File: src/common/fcct_pkg.sv
package fcct_pkg;
  localparam int NCH = 4;
  localparam int CNT_W = 16;
  localparam int IDX_W = 5;
  localparam int DIV_LOG = 6;
  // ********************************
  // Register indices (byte addr = 4 * index)
  // ********************************
  localparam logic [IDX_W-1:0] A_TSC = 5'h00;
  localparam logic [IDX_W-1:0] A_CNTH = 5'h01;
  localparam logic [IDX_W-1:0] A_CNTL = 5'h02;
  localparam logic [IDX_W-1:0] A_MODH = 5'h03;
  localparam logic [IDX_W-1:0] A_MODL = 5'h04;
  localparam logic [IDX_W-1:0] A_CSC0 = 5'h05;
  localparam logic [IDX_W-1:0] A_CVAL0 = 5'h09;
  localparam int A_LAST = 16;
  // ********************************
  // Status/control fields, field codes and modulo reset value
  // ********************************
  localparam int TSC_OVF = 7;
  localparam int TSC_OIE = 6;
  localparam int TSC_HALT = 5;
  localparam int TSC_CLR = 4;
  localparam int CSC_FLAG = 7;
  localparam logic [2:0] PS_EXT = 3'h7;
  localparam logic [CNT_W-1:0] MOD_RST = 16'hffff;
  localparam logic [1:0] EL_OFF = 2'h0;
  localparam logic [1:0] EL_TOG = 2'h1;
  localparam logic [1:0] EL_CLR = 2'h2;
  localparam logic [1:0] EL_SET = 2'h3;
  typedef struct packed {
    logic flag;
    logic ie;
    logic msb;
    logic msa;
    logic [1:0] els;
    logic tov;
    logic max;
  } fcct_csc_t;
endpackage

File: src/rtl/fcct_timer.sv
// Contract
// - Overflow flag sets when counter wraps from modulo value to zero.
// - Flag clears by status read while set then zero write; overflow between voids it.
// - Overflow interrupt asserts only while enable and flag are both one.
// - Halt bit freezes the counter; reset sets halt.
// - Clear bit zeroes counter and prescaler, self-clears, reads zero.
// - Halt and clear written together leave counter stopped at zero.
// - Clock select picks bus clock divided 1..64 or external pin.
// - High byte read latches low byte until low byte is read.
// - Counter equal to modulo sets flag and restarts at zero.
// - Modulo high write suppresses overflow flag until low byte written.
// - Reset sets both modulo bytes to all ones.
// - Channel flag sets on capture edge or compare match.
// - Channel flag clears by read while set then zero write; events win.
// - Channel interrupt asserts when flag and channel enable are set.
// - Buffered bit on channels 0 and 2 disables the odd partner.
// - Mode bit A selects compare or capture, or preset level when idle.
// - Edge/level field selects pin release, capture edge or compare action.
// - Toggle-on-wrap toggles compare pin at every overflow.
// - Overflow action beats a simultaneous compare when toggle-on-wrap set.
// - Full duty force gives constant high output from next period; the code applies it only while toggle-on-wrap is clear.
// - Without toggle-on-wrap, compares reassert current state, giving 0% duty.
// - Buffered pair switches to last written value set at each overflow.
// - Channel value high write suppresses compares until low byte written.
//
// Decided for this implementation: the register offsets and the Wishbone interface to the registers.
module fcct_timer
  import fcct_pkg::*;
#(
  parameter int DIV_W = 6
) (
  input wire logic clk_i,
  input wire logic rst_i,
  input wire logic cyc_i,
  input wire logic stb_i,
  input wire logic we_i,
  input wire logic [7:0] adr_i,
  input wire logic [3:0] sel_i,
  input wire logic [31:0] dat_i,
  output logic [31:0] dat_o,
  output logic ack_o,
  input wire logic ext_clk_i,
  input wire logic [NCH-1:0] chan_pin_i,
  output logic [NCH-1:0] chan_pin_o,
  output logic [NCH-1:0] chan_pin_oe_o,
  output logic ovf_irq_o,
  output logic [NCH-1:0] chan_irq_o
);

  if (DIV_W != DIV_LOG) begin : g_chk
    $error("DIV_W must equal the prescaler depth");
  end

  // ********************************
  // Bus slave
  // ********************************
  logic ack_r;
  logic [7:0] rd_r;
  logic [7:0] rd_nxt;
  logic acc;
  logic wr;
  logic rd;
  logic map_ok;
  logic [IDX_W-1:0] idx;
  logic [A_LAST:0] hit;
  fcct_csc_t wcsc;

  assign acc = cyc_i & stb_i & ~ack_r;
  assign wr = acc & we_i & sel_i[0];
  assign rd = acc & ~we_i;
  assign idx = adr_i[6:2];
  assign map_ok = ~adr_i[7] & (adr_i[1:0] == 2'h0);
  assign wcsc = dat_i[7:0];
  assign ack_o = ack_r;
  assign dat_o = {24'h000000, rd_r};

  always_comb begin
    for (int k = 0; k <= A_LAST; k++) begin
      hit[k] = map_ok & (idx == IDX_W'(k));
    end
  end

  always_ff @(posedge clk_i) begin
    if (rst_i) begin
      ack_r <= 1'b0;
      rd_r <= 8'h00;
    end else begin
      ack_r <= acc;
      if (rd) begin
        rd_r <= rd_nxt;
      end
    end
  end

  // ********************************
  // Counter and prescaler
  // ********************************
  function automatic logic presc_tick(input logic [2:0] ps, input logic [DIV_W-1:0] d);
    logic [DIV_W-1:0] m;
    m = DIV_W'((8'h01 << ps) - 8'h01);
    return &(d | ~m);
  endfunction

  logic ovf_r;
  logic oie_r;
  logic halt_r;
  logic [2:0] ps_r;
  logic ovf_arm_r;
  logic [CNT_W-1:0] cnt_r;
  logic [CNT_W-1:0] cnt_nxt;
  logic [DIV_W-1:0] div_r;
  logic [CNT_W-1:0] mod_r;
  logic mod_lock_r;
  logic [7:0] lat_r;
  logic lat_v_r;
  logic ext_s1_r;
  logic ext_s2_r;
  logic ext_s3_r;
  logic tick;
  logic run;
  logic ovf_ev;
  logic wr_tsc;
  logic clr_req;

  assign wr_tsc = wr & hit[A_TSC];
  assign clr_req = wr_tsc & dat_i[TSC_CLR];
  assign tick = (ps_r == PS_EXT) ? (ext_s2_r & ~ext_s3_r)
                                 : presc_tick(ps_r, div_r);
  assign run = ~halt_r & tick;
  assign ovf_ev = run & (cnt_r == mod_r);
  assign cnt_nxt = ovf_ev ? '0 : cnt_r + 16'h0001;

  // External clock synchroniser
  always_ff @(posedge clk_i) begin
    if (rst_i) begin
      ext_s1_r <= 1'b0;
      ext_s2_r <= 1'b0;
      ext_s3_r <= 1'b0;
    end else begin
      ext_s1_r <= ext_clk_i;
      ext_s2_r <= ext_s1_r;
      ext_s3_r <= ext_s2_r;
    end
  end

  always_ff @(posedge clk_i) begin
    if (rst_i) begin
      cnt_r <= '0;
      div_r <= '0;
    end else if (clr_req) begin
      cnt_r <= '0;
      div_r <= '0;
    end else begin
      div_r <= div_r + DIV_W'(1);
      if (run) begin
        cnt_r <= cnt_nxt;
      end
    end
  end

  always_ff @(posedge clk_i) begin
    if (rst_i) begin
      oie_r <= 1'b0;
      halt_r <= 1'b1;
      ps_r <= 3'h0;
    end else if (wr_tsc) begin
      oie_r <= dat_i[TSC_OIE];
      halt_r <= dat_i[TSC_HALT];
      ps_r <= dat_i[2:0];
    end
  end

  // Overflow flag, set beats clear
  always_ff @(posedge clk_i) begin
    if (rst_i) begin
      ovf_r <= 1'b0;
      ovf_arm_r <= 1'b0;
    end else begin
      if (ovf_ev && !mod_lock_r) begin
        ovf_r <= 1'b1;
      end else if (wr_tsc && !dat_i[TSC_OVF] && ovf_arm_r) begin
        ovf_r <= 1'b0;
      end
      if (ovf_ev) begin
        ovf_arm_r <= 1'b0;
      end else if (rd && hit[A_TSC] && ovf_r) begin
        ovf_arm_r <= 1'b1;
      end else if (wr_tsc) begin
        ovf_arm_r <= 1'b0;
      end
    end
  end

  always_ff @(posedge clk_i) begin
    if (rst_i) begin
      mod_r <= MOD_RST;
      mod_lock_r <= 1'b0;
    end else if (wr && hit[A_MODH]) begin
      mod_r[15:8] <= dat_i[7:0];
      mod_lock_r <= 1'b1;
    end else if (wr && hit[A_MODL]) begin
      mod_r[7:0] <= dat_i[7:0];
      mod_lock_r <= 1'b0;
    end
  end

  // Low byte latch for coherent reads
  always_ff @(posedge clk_i) begin
    if (rst_i || clr_req) begin
      lat_r <= 8'h00;
      lat_v_r <= 1'b0;
    end else if (rd && hit[A_CNTH] && !lat_v_r) begin
      lat_r <= cnt_r[7:0];
      lat_v_r <= 1'b1;
    end else if (rd && hit[A_CNTL]) begin
      lat_v_r <= 1'b0;
    end
  end

  // ********************************
  // Channels
  // ********************************
  fcct_csc_t [NCH-1:0] csc_r;
  logic [NCH-1:0][CNT_W-1:0] val_r;
  logic [NCH-1:0][CNT_W-1:0] cval;
  logic [NCH-1:0] vlock_r;
  logic [NCH-1:0] arm_r;
  logic [NCH-1:0] pout_r;
  logic [NCH-1:0] maxe_r;
  logic [NCH-1:0] pin_s1_r;
  logic [NCH-1:0] pin_s2_r;
  logic [NCH-1:0] pin_s3_r;
  logic [NCH-1:0] pin_o_r;
  logic [NCH-1:0] oe_r;
  logic [NCH-1:0] irq_r;
  logic ovf_irq_r;
  logic [1:0] sel_r;
  logic [1:0] pend_r;
  logic [NCH-1:0] dis;
  logic [NCH-1:0] bufm;
  logic [NCH-1:0] act;
  logic [NCH-1:0] cmpm;
  logic [NCH-1:0] capm;
  logic [NCH-1:0] usep;
  logic [NCH-1:0] vlk;
  logic [NCH-1:0] match;
  logic [NCH-1:0] cap;
  logic [NCH-1:0] ovtog;
  logic [NCH-1:0] ev;
  logic [NCH-1:0] pout_nxt;
  logic [NCH-1:0] pin_nxt;

  always_comb begin
    for (int i = 0; i < NCH; i++) begin
      dis[i] = i[0] & csc_r[i & 2].msb;
      bufm[i] = ~i[0] & csc_r[i].msb;
      act[i] = (csc_r[i].els != EL_OFF) & ~dis[i];
      cmpm[i] = act[i] & (csc_r[i].msa | bufm[i]);
      capm[i] = act[i] & ~cmpm[i];
      usep[i] = bufm[i] & sel_r[i >> 1];
      cval[i] = usep[i] ? val_r[i | 1] : val_r[i];
      vlk[i] = usep[i] ? vlock_r[i | 1] : vlock_r[i];
      match[i] = cmpm[i] & run & (cnt_nxt == cval[i]) & ~vlk[i];
      cap[i] = capm[i] & ((csc_r[i].els[0] & pin_s2_r[i] & ~pin_s3_r[i])
                | (csc_r[i].els[1] & ~pin_s2_r[i] & pin_s3_r[i]));
      ovtog[i] = cmpm[i] & csc_r[i].tov & ovf_ev;
      ev[i] = match[i] | cap[i];
      pout_nxt[i] = pout_r[i];
      if (!act[i]) begin
        pout_nxt[i] = ~csc_r[i].msa;
      end else if (ovtog[i]) begin
        pout_nxt[i] = ~pout_r[i];
      end else if (match[i]) begin
        unique case (csc_r[i].els)
          EL_OFF: pout_nxt[i] = pout_r[i];
          EL_TOG: pout_nxt[i] = ~pout_r[i];
          EL_CLR: pout_nxt[i] = 1'b0;
          EL_SET: pout_nxt[i] = 1'b1;
        endcase
      end
      pin_nxt[i] = (maxe_r[i] & ~csc_r[i].tov) | pout_nxt[i];
    end
  end

  always_ff @(posedge clk_i) begin
    if (rst_i) begin
      csc_r <= '0;
      val_r <= '0;
      vlock_r <= '0;
      arm_r <= '0;
      pout_r <= '0;
      maxe_r <= '0;
    end else begin
      for (int i = 0; i < NCH; i++) begin
        if (wr && hit[A_CSC0 + i] && !dis[i]) begin
          csc_r[i].ie <= wcsc.ie;
          csc_r[i].msb <= ~i[0] & wcsc.msb;
          csc_r[i].msa <= wcsc.msa;
          csc_r[i].els <= wcsc.els;
          csc_r[i].tov <= wcsc.tov;
          csc_r[i].max <= wcsc.max;
        end
        if (ev[i]) begin
          csc_r[i].flag <= 1'b1;
        end else if (wr && hit[A_CSC0 + i] && !wcsc.flag && arm_r[i]) begin
          csc_r[i].flag <= 1'b0;
        end
        if (ev[i]) begin
          arm_r[i] <= 1'b0;
        end else if (rd && hit[A_CSC0 + i] && csc_r[i].flag && !dis[i]) begin
          arm_r[i] <= 1'b1;
        end else if (wr && hit[A_CSC0 + i]) begin
          arm_r[i] <= 1'b0;
        end
        if (cap[i]) begin
          val_r[i] <= cnt_r;
        end else if (wr && hit[A_CVAL0 + 2 * i]) begin
          val_r[i][15:8] <= dat_i[7:0];
        end else if (wr && hit[A_CVAL0 + 2 * i + 1]) begin
          val_r[i][7:0] <= dat_i[7:0];
        end
        if (wr && hit[A_CVAL0 + 2 * i]) begin
          vlock_r[i] <= 1'b1;
        end else if (wr && hit[A_CVAL0 + 2 * i + 1]) begin
          vlock_r[i] <= 1'b0;
        end
        pout_r[i] <= pout_nxt[i];
        if (ovf_ev) begin
          maxe_r[i] <= csc_r[i].max;
        end
      end
    end
  end

  // Buffered pair selection
  always_ff @(posedge clk_i) begin
    if (rst_i) begin
      sel_r <= 2'h0;
      pend_r <= 2'h0;
    end else begin
      for (int p = 0; p < NCH / 2; p++) begin
        if (!csc_r[2 * p].msb) begin
          sel_r[p] <= 1'b0;
          pend_r[p] <= 1'b0;
        end else begin
          if (wr && (hit[A_CVAL0 + 4 * p] || hit[A_CVAL0 + 4 * p + 1])) begin
            pend_r[p] <= 1'b0;
          end else if (wr && (hit[A_CVAL0 + 4 * p + 2] || hit[A_CVAL0 + 4 * p + 3])) begin
            pend_r[p] <= 1'b1;
          end
          if (ovf_ev) begin
            sel_r[p] <= pend_r[p];
          end
        end
      end
    end
  end

  // Pin synchronisers and registered outputs
  always_ff @(posedge clk_i) begin
    if (rst_i) begin
      pin_s1_r <= '0;
      pin_s2_r <= '0;
      pin_s3_r <= '0;
      pin_o_r <= '0;
      oe_r <= '0;
      irq_r <= '0;
      ovf_irq_r <= 1'b0;
    end else begin
      pin_s1_r <= chan_pin_i;
      pin_s2_r <= pin_s1_r;
      pin_s3_r <= pin_s2_r;
      pin_o_r <= pin_nxt;
      oe_r <= cmpm;
      ovf_irq_r <= ovf_r & oie_r;
      for (int i = 0; i < NCH; i++) begin
        irq_r[i] <= csc_r[i].flag & csc_r[i].ie & ~dis[i];
      end
    end
  end

  assign chan_pin_o = pin_o_r;
  assign chan_pin_oe_o = oe_r;
  assign chan_irq_o = irq_r;
  assign ovf_irq_o = ovf_irq_r;

  // ********************************
  // Read mux
  // ********************************
  always_comb begin
    rd_nxt = 8'h00;
    if (hit[A_TSC]) begin
      rd_nxt = {ovf_r, oie_r, halt_r, 2'h0, ps_r};
    end
    if (hit[A_CNTH]) begin
      rd_nxt = cnt_r[15:8];
    end
    if (hit[A_CNTL]) begin
      rd_nxt = lat_v_r ? lat_r : cnt_r[7:0];
    end
    if (hit[A_MODH]) begin
      rd_nxt = mod_r[15:8];
    end
    if (hit[A_MODL]) begin
      rd_nxt = mod_r[7:0];
    end
    for (int i = 0; i < NCH; i++) begin
      if (hit[A_CSC0 + i] && !dis[i]) begin
        rd_nxt = csc_r[i];
      end
      if (hit[A_CVAL0 + 2 * i]) begin
        rd_nxt = val_r[i][15:8];
      end
      if (hit[A_CVAL0 + 2 * i + 1]) begin
        rd_nxt = val_r[i][7:0];
      end
    end
  end
endmodule // fcct_timer

File: config.mk
export PLATFORM = sky130hd
export DESIGN_NAME = fcct_timer
export DESIGN_NICKNAME = d
export VERILOG_FILES = /design/src/common/fcct_pkg.sv /design/src/rtl/fcct_timer.sv
export SDC_FILE = /design/constraint.sdc
export NUM_CORES = 1
export LEC_CHECK = 0
export ABC_AREA = 1
export BUFFER_PORTS_ARGS = -buffer_cell sky130_fd_sc_hd__buf_2
export CAP_MARGIN = 20
export CORE_AREA = 2 2 150 152
export CTS_CLUSTER_SIZE = 24
export DETAILED_ROUTE_END_ITERATION = 10
export DIE_AREA = 0 0 152 154
export MAX_ROUTING_LAYER = met4
export PLACE_DENSITY_LB_ADDON = 0.2
export SLEW_MARGIN = 20
export SYNTH_ARGS = -nofsm -noshare
export SYNTH_HDL_FRONTEND = slang
export SYNTH_SLANG_ARGS = --single-unit
File: constraint.sdc
create_clock -name clk_i -period 2 [get_ports clk_i]
set_input_delay 0.2 -clock clk_i [delete_from_list [all_inputs] [get_ports clk_i]]
set_output_delay 0.2 -clock clk_i [all_outputs]
set_load 0.01 [all_outputs]
# Word-level counts from Yosys, hierarchy flattened
# Cells that the tools add are included.
totals:
  reg_bits: 206
  in_bits: 54
  out_inout_bits: 46
  elab_cells: 453
op_classes:
  n_addsub: 3
  n_eq_ne: 38
  shifts: 1
  n_mux: 88
  n_bitwise: 143
  reduce_logical: 108
ops:
  columns: ["op", "n"]
  rows:
  - ["2-to-1 mux 8 bit", 30]
  - ["2-to-1 mux 16 bit", 7]
  - ["AND 1 bit", 91]
  - ["== test 16 bit", 5]
  - ["nonzero test 2 bit", 28]
  - ["logical AND 1 bit", 48]
  - ["2-to-1 mux 1 bit", 47]
  - ["== test 5 x 4 -> 1 bit, second input constant", 8]
  - ["NOT 1 bit", 36]
  - ["== test 5 x 3 -> 1 bit, second input constant", 4]
  - ["adder 16 x 1 -> 16 bit, second input constant", 1]
  - ["== test 2 bit, second input constant", 8]
  - ["case mux 1 bit (4 select lines)", 4]
  - ["OR reduction 2 bit", 8]
  - ["OR 1 bit", 14]
  - ["== test 5 x 2 -> 1 bit, second input constant", 2]
  - ["zero test 2 bit", 5]
  - ["AND reduction 2 bit", 5]
  - ["== test 2 x 1 -> 1 bit, second input constant", 4]
  - ["!= test 2 bit, second input constant", 4]
  - ["adder 6 x 1 -> 6 bit, second input constant", 1]
  - ["NOT 6 bit", 1]
  - ["OR 6 bit", 1]
  - ["AND reduction 6 bit", 1]
  - ["other kinds (9)", 18]

# Depth between registers and ports, before layout
# Gate-level depths: netlist (run 1).
logic_depth:
  word_depth: 20
  mapped_depth: 25
  ltp_nobuf: 23

# Worst setup path before layout (run 1)
# Ideal clock, no wire load.
synth_timing:
  path_kind: "register to register"
  startpoint: "register cnt_r[0]"
  endpoint: "register pin_o_r[1] (netlist: chan_pin_o[1])"
  setup_time_ns: 0.114
  t_arrival_ns: 2.103
  required_time_ns: 1.886
  slack_ns: -0.217
  stages_incl_launch_ff: 23
  path_buffers: 2
  synth_period_minus_slack_ns: 2.217
  path_cell_list: "dfxtp_1 -> buf_2 -> inv_2 -> nand2_1 -> nand2_1 -> nor2_1 -> nand2_1 -> nor2_1 -> nand2_2 -> inv_2 -> nand2_4 -> buf_6 -> nand2_8 -> xor2_1 -> nand3_1 -> nor2_1 -> nand3_1 -> nand2_1 -> nand3_1 -> nand2_1 -> nand2_1 -> nand2_1 -> nand2_1"
synth_between:
  elab_chain_len: 10
  word_cells_on_any_way: 12
  cone_classes: "1 x add/sub; 2 x eq/ne; 4 x mux; 5 x bitwise"
synth_rtl:
  columns: ["element", "line_no", "text"]
  rows:
  - ["from (decl)", "fcct_timer.sv:109", "logic [CNT_W-1:0] cnt_r;"]
  - ["from (signal assigned)", "fcct_timer.sv:156", "cnt_r <= cnt_nxt;"]
  - ["branches (longest 7 deep; another with adder 16 x 1 -> 16 bit)", null, null]
  - ["2-to-1 mux 1 bit (*)", "fcct_timer.sv:271", "end else if (ovtog[i]) begin"]
  - ["2-to-1 mux 1 bit (*)", "fcct_timer.sv:269", "if (!act[i]) begin"]
  - ["OR 1 bit (*)", "fcct_timer.sv:281", "pin_nxt[i] = (maxe_r[i] & ~csc_r[i].tov) | pout_nxt[i];"]
  - ["to (signal assigned)", "fcct_timer.sv:373", "pin_o_r <= pin_nxt;"]
  - ["to (decl)", "fcct_timer.sv:233", "logic [NCH-1:0] pin_o_r;"]
# Every way passes the cells marked *.
# A chain may end at the register's enable or synchronous reset.

# Final worst setup path (run 1)
layout_timing:
  startpoint: "register mod_r[4]"
  endpoint: "register pin_o_r[0] (netlist: chan_pin_o[0])"
layout_between:
  elab_chain_len: 10
  word_cells_on_any_way: 11
  cone_classes: "2 x eq/ne; 4 x mux; 5 x bitwise"
layout_rtl:
  columns: ["element", "line_no", "text"]
  rows:
  - ["from (decl)", "fcct_timer.sv:112", "logic [CNT_W-1:0] mod_r;"]
  - ["from (signal assigned)", "fcct_timer.sv:202", "mod_r[7:0] <= dat_i[7:0];"]
  - ["== test 16 bit (*)", "fcct_timer.sv:130", "assign ovf_ev = run & (cnt_r == mod_r);"]
  - ["AND 1 bit (*)", "fcct_timer.sv:130", null]
  - ["2-to-1 mux 16 bit", "fcct_timer.sv:131", "assign cnt_nxt = ovf_ev ? '0 : cnt_r + 16'h0001;"]
  - ["== test 16 bit", "fcct_timer.sv:263", "match[i] = cmpm[i] & run & (cnt_nxt == cval[i]) & ~vlk[i];"]
  - ["AND 1 bit (2 in a row)", "fcct_timer.sv:263", null]
  - ["2-to-1 mux 1 bit", "fcct_timer.sv:273", "end else if (match[i]) begin"]
  - ["2-to-1 mux 1 bit (*)", "fcct_timer.sv:271", null]
  - ["2-to-1 mux 1 bit (*)", "fcct_timer.sv:269", null]
  - ["OR 1 bit (*)", "fcct_timer.sv:281", null]
# Every way passes the cells marked *; elsewhere a longest branch is shown, timed or not.

==> out/results.ini, run 1 <==
[sta]
rsz0062_at_grt=yes
worst_slew_pin_slew_ps=727.1
final.setup.worst_slack_ps=-645.2
fin_skew_ps=10.69
finalSetupViolCount=20
fmax_mhz=378.0
hold_viol_final=0
maxSlewViolCount=0
min_period_over_period_pct=132.3
maxSlewHeadroom_pct=51.53
min_period_ps=2645

[critical_path]
r2r_cells=23
cp.arrival_ps=3070
cp-start-kind=flop
critPathRequiredTime_ps=2420
path_max_fanout=4
worst_setup_path_end_kind=flop
crit_type=flop to flop

[global_routing]
gr-total-overflow=0
grt_pass1_vias=13012
grt_usage_pct=42.19
grt_first_pass_wirelength_mm=74.55
antenna_found_initial=1
grt_max_degree=106

[yosys]
yosysTopAreaCell=dfxtp_1
synth-xor-area-share_pct=2.153
ys_ff_latch=206
synth.avg_cell_area_um2=6.255
synth_area_um2=11800
yosys.area_share.simple_pct=31.01
synth_cell_types=43
synth_compound_area_share_pct=18.36
synthMuxAreaShare_pct=0.1697
synth_fa_ha_area_share_pct=0.2121
synth-edff-count=0
synthFlopType=dfxtp_1
synth_top_family_by_area=simple AND/OR/NAND/NOR gates
async_flop_share_pct=0
yosysWarnings=0
synth_top_area_share_pct=34.96
synthCells=1886
ys_seq_area_share_pct=34.96
synth.area.top_cells=dfxtp_1 (35%), nand2_1 (16%), inv_1 (8.5%)

[power]
power.leakage_uw=0.007565
ir_worst_vdd_mv=0.7481
power_uw=9055
p_per_area_nw_per_um2=562.0

[clock_network]
cts_tree=yes
clockBufferDepth=3
cts.clk_slew.worst_paths_ps=60
cts-root-buf=clkbuf_16
numCtsBuffers=23
clkLatencyLatePin_ps=530
htreeDepth=1
cts_sinks=206

[run_status]
violations=setup timing
outcome=complete, but fails checks

[cells_and_area]
synthToLayoutAreaGrowth_pct=36.59
layout-drive-gt1-share_pct=25.23
register_area_um2=4182
fillCellCount=1786
fin_cells=2501
multiInputGateArea_um2=6765
fin_nets=2261

[floorplan]
die-area_um2=23410
rows=54
fp.coreArea_um2=21690
die_x_um=152
die_h_um=154
initial_core_util_pct=54.39
io_pins=100

[route]
num_vias=14286
wl_met3_mm=6.192
vias_per_cell=5.712
wl_met2_mm=20.91
post_drt_wl_per_cell_um=20.28
wl_met1_mm=20.25
wl_mm=50.72
firstDrtPassIters=6
first_iter_violations=1818
top_layer=met4
drtAntennaViolNets=0
route.detailed.drc=0

[placement]
io_buffers=48
place.gp.congestion=1.060
place_inst=2432
hpwlAfterDp_mm=37.16

[run]
maxCapViolations=0

[hold_path]
hold_path_depth=3
hp-class=input port to flop

-- state kept, by name (all words and copies together), names as in the netlist, 2 cells and up --
register,flops
pout_r,4
pend_r,2
lat_r,8
pin_s1_r,4
maxe_r,4
pin_s3_r,4
ps_r,3
csc_r,28
val_r,32
bufm,2
pin_s2_r,4
sel_r,2
arm_r,4
cnt_r,16
chan_pin_oe_o,4
rd_r,8
div_r,6
chan_irq_o,4
mod_r,16
vlock_r,4
cval,32
chan_pin_o,4
-- synth_stat cells, types with 6 or more instances --
library cell	count
o211ai_1	17
a211oi_1	8
clkbuf_1	50
buf_1	6
inv_1	266
a22oi_1	63
a21oi_1	145
nor2_1	232
nand2_1	502
xor2_1	28
nor3_1	20
nor4_1	7
dfxtp_1	206
nand3_1	77
buf_4	28
clkinv_1	7
buf_2	14
nand3b_1	12
o21ai_0	123
nand4_1	29
-- power breakdown --
| part | leakage [µW] | total (µW) | internal, µW | switching (µW) |
|---|---|---|---|---|
| logic | 0.00551 | 451 | 141 | 310 |
| registers | 0.00168 | 4140 | 4120 | 14.3 |
| clock network | 0.000375 | 4470 | 2640 | 1820 |
| total | 0.00757 | 9060 | 6910 | 2150 |
-- cell type report --
class                      instances  area share [%]
clock buffer                      30           3.984
timing repair buffer             368           18.42
clock inverter                    10          0.8464
multi-input combinational       1327           41.99
antenna                            1         0.01553
sequential                       206           25.95
tap                              280           2.174
timing repair inverter             1         0.04659
inverter                         278           6.577
-- final timing paths --
kind,start,to,slack [ps]
worst max-delay path,mod_r[4],chan_pin_o[0],-650
worst min-delay path,dat_i[3],mod_r[3],20
worst max register to register,mod_r[4],chan_pin_o[0],-650
worst min register to register,ext_s1_r,ext_s2_r,400
-- logic make-up after synthesis --
kind of cell               Yosys count
AOI/OAI and AO/OA                  378
xor gates and xnor gates            29
adders and majority gates            2
buffers and inverters              377
DFF                                206
muxes                                2
other                                1
and+or+nand+nor                    891
-- layout by cell type (no fill, tap or decap), types with 13 or more instances in the layout --
cell type / count
conb_1: 24
clkbuf_16: 25
buf_12: 13
nand3_2: 18
dfxtp_1: 174
buf_6: 24
buf_4: 270
nor2_2: 26
buf_2: 47
nor3_1: 15
nand2_1: 475
a22oi_1: 63
nand3_1: 56
nand2_2: 21
a21oi_1: 141
nor2_1: 200
o21ai_0: 112
inv_1: 254
nand4_1: 29
o211ai_1: 17
xor2_1: 28
dfxtp_2: 25
-- routing by layer --
| layer | GRT usage [%] | vias up |
|---|---|---|
| met4 | 21.36 | 0 |
| met3 | 8.230 | 194 |
| met5 | - | - |
| met2 | 60.21 | 864 |
| met1 | 56.84 | 6572 |
| li1 | - | 6656 |
-- stage by stage --
step           area [µm²]  TNS [ps]  util (%)  setup slack (ps)  hold slack (ps)
3_5_place_dp        14330    -18240     66.07            -720.1            396.3
4_1_cts             15510     -6957     71.52            -487.1            5.317
3_3_place_gp        14330    -16030     66.07            -713.6            390.4
2_1_floorplan       11960     -1328         -            -172.6            307.0
6_report            16110     -9211     74.29            -645.2            15.82
5_1_grt             16110    -11940     74.29            -772.6            31.00
-- critical path: stages (launching register included) --
cell	delay [ps]
dfxtp_2	360
inv_1	80
nand2_1	110
nand2_1	90
nor2_2	110
nand2_1	60
nor2_1	130
nand2_2	110
buf_6	150
nor2_4	150
nor2_1	110
nand2_1	80
nand2_1	70
nor2_2	110
nand2_1	60
nor2_1	120
buf_4	190
nand4_1	90
nand2_1	70
nand2_1	50
nand2_1	60
nand2_1	60
nand2_2	70
nand2_1	60
-- timing repair --
item	CTS	global route
endpoints found under the setup margin	28	60
buffers inserted	2	11
resized for setup	84	137
endpoints found under the hold margin	11	0
gates cloned	2	3
hold buffers	11	0
pin swaps	16	59
Power figures use the tool's default switching activity.
==> inputs of run 2 (changes only) <==
--- a/config.mk
+++ b/config.mk
@@ -8,10 +8,11 @@
 export ABC_AREA = 1
 export BUFFER_PORTS_ARGS = -buffer_cell sky130_fd_sc_hd__buf_2
 export CAP_MARGIN = 20
-export CORE_AREA = 2 2 150 152
+export CORE_AREA = 2 2 149 151
+export CTS_BUF_LIST = sky130_fd_sc_hd__clkbuf_2
 export CTS_CLUSTER_SIZE = 24
 export DETAILED_ROUTE_END_ITERATION = 10
-export DIE_AREA = 0 0 152 154
+export DIE_AREA = 0 0 151 153
 export MAX_ROUTING_LAYER = met4
 export PLACE_DENSITY_LB_ADDON = 0.2
 export SLEW_MARGIN = 20
==> out/results.ini, run 2 (synthesis gave the netlist of run 1 again) <==
[power]
switching_power_uw=2323  ; +8.2%
seqPwrFrac_pct=52.6  ; +6.9 points
power_frac_comb_pct=6.2  ; +1.2 points
power.leakage_uw=0.007553  ; -0.16%
intPower_uw=5536  ; -20%
ir_worst_vdd_mv=0.8718  ; +17%
p_per_area_nw_per_um2=499.3  ; -11%
clkPwrFrac_pct=41.3  ; -8.0 points
swShare_pct=29.55  ; +5.9 points

[clock_network]
clkLatencyLatePin_ps=920  ; +390 ps
htreeDepth=2  ; +1
cts_sinks=206  ; unchanged
cts-root-buf=clkbuf_2
numCtsBuffers=56  ; +140%
cts.clk_slew.worst_paths_ps=130  ; +70 ps
clockBufferDepth=3  ; unchanged
cts_tree=yes

[global_routing]
gr-total-overflow=0  ; unchanged
grt_pass1_vias=13769  ; +5.8%
grt_max_degree=106  ; unchanged
grt_first_pass_wirelength_mm=78.56  ; +5.4%
antenna_found_initial=1  ; unchanged
grt_usage_pct=46.22  ; +4.0 points

[cells_and_area]
fin_cells=2574  ; +2.9%
multiInputGateArea_um2=6639  ; -1.9%
final_common_cell=nand2_1
layout-drive-gt1-share_pct=25.82  ; +0.59 points
fillCellCount=1762  ; -1.3%
mostFrequentLayoutCells=nand2_1 (481), buf_4 (286), inv_1 (251)
register_area_um2=4182  ; unchanged
finalInstanceArea_um2=15740  ; -2.3%
synthToLayoutAreaGrowth_pct=33.43
fin_nets=2306  ; +2.0%

[floorplan]
die-area_um2=23100  ; -1.3%
initial_core_util_pct=54.90  ; +0.51 points
die_h_um=153  ; -0.65%
io_pins=100  ; unchanged
rows=54  ; unchanged
die_x_um=151  ; -0.66%
fp.coreArea_um2=21490  ; -0.93%

[sta]
fmax_mhz=360.0  ; -4.8%
hold_viol_final=0  ; unchanged
min_period_over_period_pct=138.9  ; +6.6 points
worst_slew_pin_slew_ps=745.4  ; +18.36 ps
maxSlewViolCount=0  ; unchanged
final.setup.worst_slack_ps=-777.5  ; -132.3 ps
rsz0062_at_grt=yes
maxSlewHeadroom_pct=50.30  ; -1.2 points
fin_skew_ps=135.1  ; +124.4 ps
whs_ps=44.83  ; +29.01 ps
finalSetupViolCount=30  ; +50%
min_period_ps=2777  ; +132.2 ps

[critical_path]
worst_setup_path_end_kind=flop
crit_type=flop to flop
path_max_fanout=12  ; +8
critPathRequiredTime_ps=2770  ; +350 ps
cp-start-kind=flop
cp.arrival_ps=3550  ; +480 ps
crit_slowest_cell=dfxtp_2
cpMostUsedCell=nand2_1
path_cells=inv_1 -> nand2_1 -> nand2_1 -> nor2_2 -> nand2_1 -> nor2_2 -> nand2_2 -> inv_2 -> nand2_4 -> buf_12 -> buf_6 -> nand2_4 -> xor2_1 -> nand2_1 -> nor2_1 -> nand4_1 -> nand2_1 -> nand2_1 -> nand2_1 -> nand2_1 -> nand2_2 -> nand2_1
cp_slowest_stage_delay_ps=360  ; about the same

[route]
route.detailed.drc=0  ; unchanged
first_iter_violations=1845  ; +1.5%
wl_mm=53.49  ; +5.5%
post_drt_wl_per_cell_um=20.78  ; +2.5%
drtAntennaViolNets=0  ; unchanged
num_vias=14756  ; +3.3%
firstDrtPassIters=6  ; unchanged
vias_per_cell=5.733  ; +0.36%

[placement]
hpwlAfterDp_mm=37.82  ; +1.8%
place_inst=2430  ; -0.082%
dpl-instance-area_um2=14260  ; -0.45%
place.gp.congestion=1.084  ; +2.3%
io_buffers=48  ; unchanged

[run]
maxCapViolations=0  ; unchanged

[hold_path]
hp-class=input port to flop

[run_status]
violations=setup timing
outcome=complete, but fails checks

==> run 2: cell count changes in the layout (fill, tap and decap cells not counted), sizes merged <==
cell	delta
clkbuf	+52
buf	+3
nand2	-1
inv	+3
clkinvlp	-5
clkinv	+10
dlygate4sd3	+13
bufinv	-2
==> run 2: layout make-up <==
type                       count  area share (%)
inverter                     278           6.709
timing repair buffer         382           18.99
sequential                   206           26.57
clock buffer                  84           2.671
antenna                        1         0.01590
tap                          280           2.226
multi-input combinational   1326           42.18
clock inverter                17          0.6439
==> run 2: what timing repair did <==
action	CTS	global route
endpoints found under the setup margin	27	79
resized for setup	109	69
setup buffers	11	7
hold endpoints to repair	164	0
gates cloned	1	0
pin swaps	53	60
hold buffers	24	0
==> run 2: path summary, 6_finish.rpt <==
check / startpoint / endpoint / slack (ps) / cells past startpoint
hold / removal: cyc_i / ovf_r / 40 / 8
setup / recovery: cnt_r[14] / chan_pin_o[2] / -780 / 22
setup reg to reg: cnt_r[14] / chan_pin_o[2] / -780 / 22
hold reg to reg: pin_s1_r[1] / pin_s2_r[1] / 410 / 2
==> run 2: layer usage <==
metal | up-vias | track usage (%) | routed length, µm
li1 | 6771 | - | -
met1 | 6717 | 59.38 | 20990
met2 | 1025 | 67.10 | 22270
met3 | 243 | 12.45 | 6868
met4 | 0 | 22.30 | 3357
met5 | - | - | 0
==> run 2: stage by stage <==
stage / utilization [%] / power, µW / setup WS (ps) / setup TNS [ps]
floorplan: - / 4467 / -172.6 / -1328
global placement: 66.39 / 4636 / -643.3 / -12730
detailed placement: 66.39 / 4644 / -713.7 / -14410
CTS: 71.99 / 7785 / -524.1 / -7869
global route: 73.26 / 8061 / -887.4 / -14320
finish: 73.26 / 7858 / -777.5 / -11180
==> run 2: power groups by stage <==
stage / combinational (µW) / sequential, µW / clock [µW]
4_1_cts: 447 / 4140 / 3200
2_1_floorplan: 229 / 4240 / 0
3_5_place_dp: 407 / 4240 / 0
6_report: 486 / 4130 / 3240
3_3_place_gp: 400 / 4240 / 0
5_1_grt: 508 / 4130 / 3420
==> run 2: worst max-delay path, delay by kind of cell, from the launching register on <==
kind,cells,cell delay [ps]
xor+xnor,1,150
buf+inv,4,450
simple gates,17,1660
flops,1,360
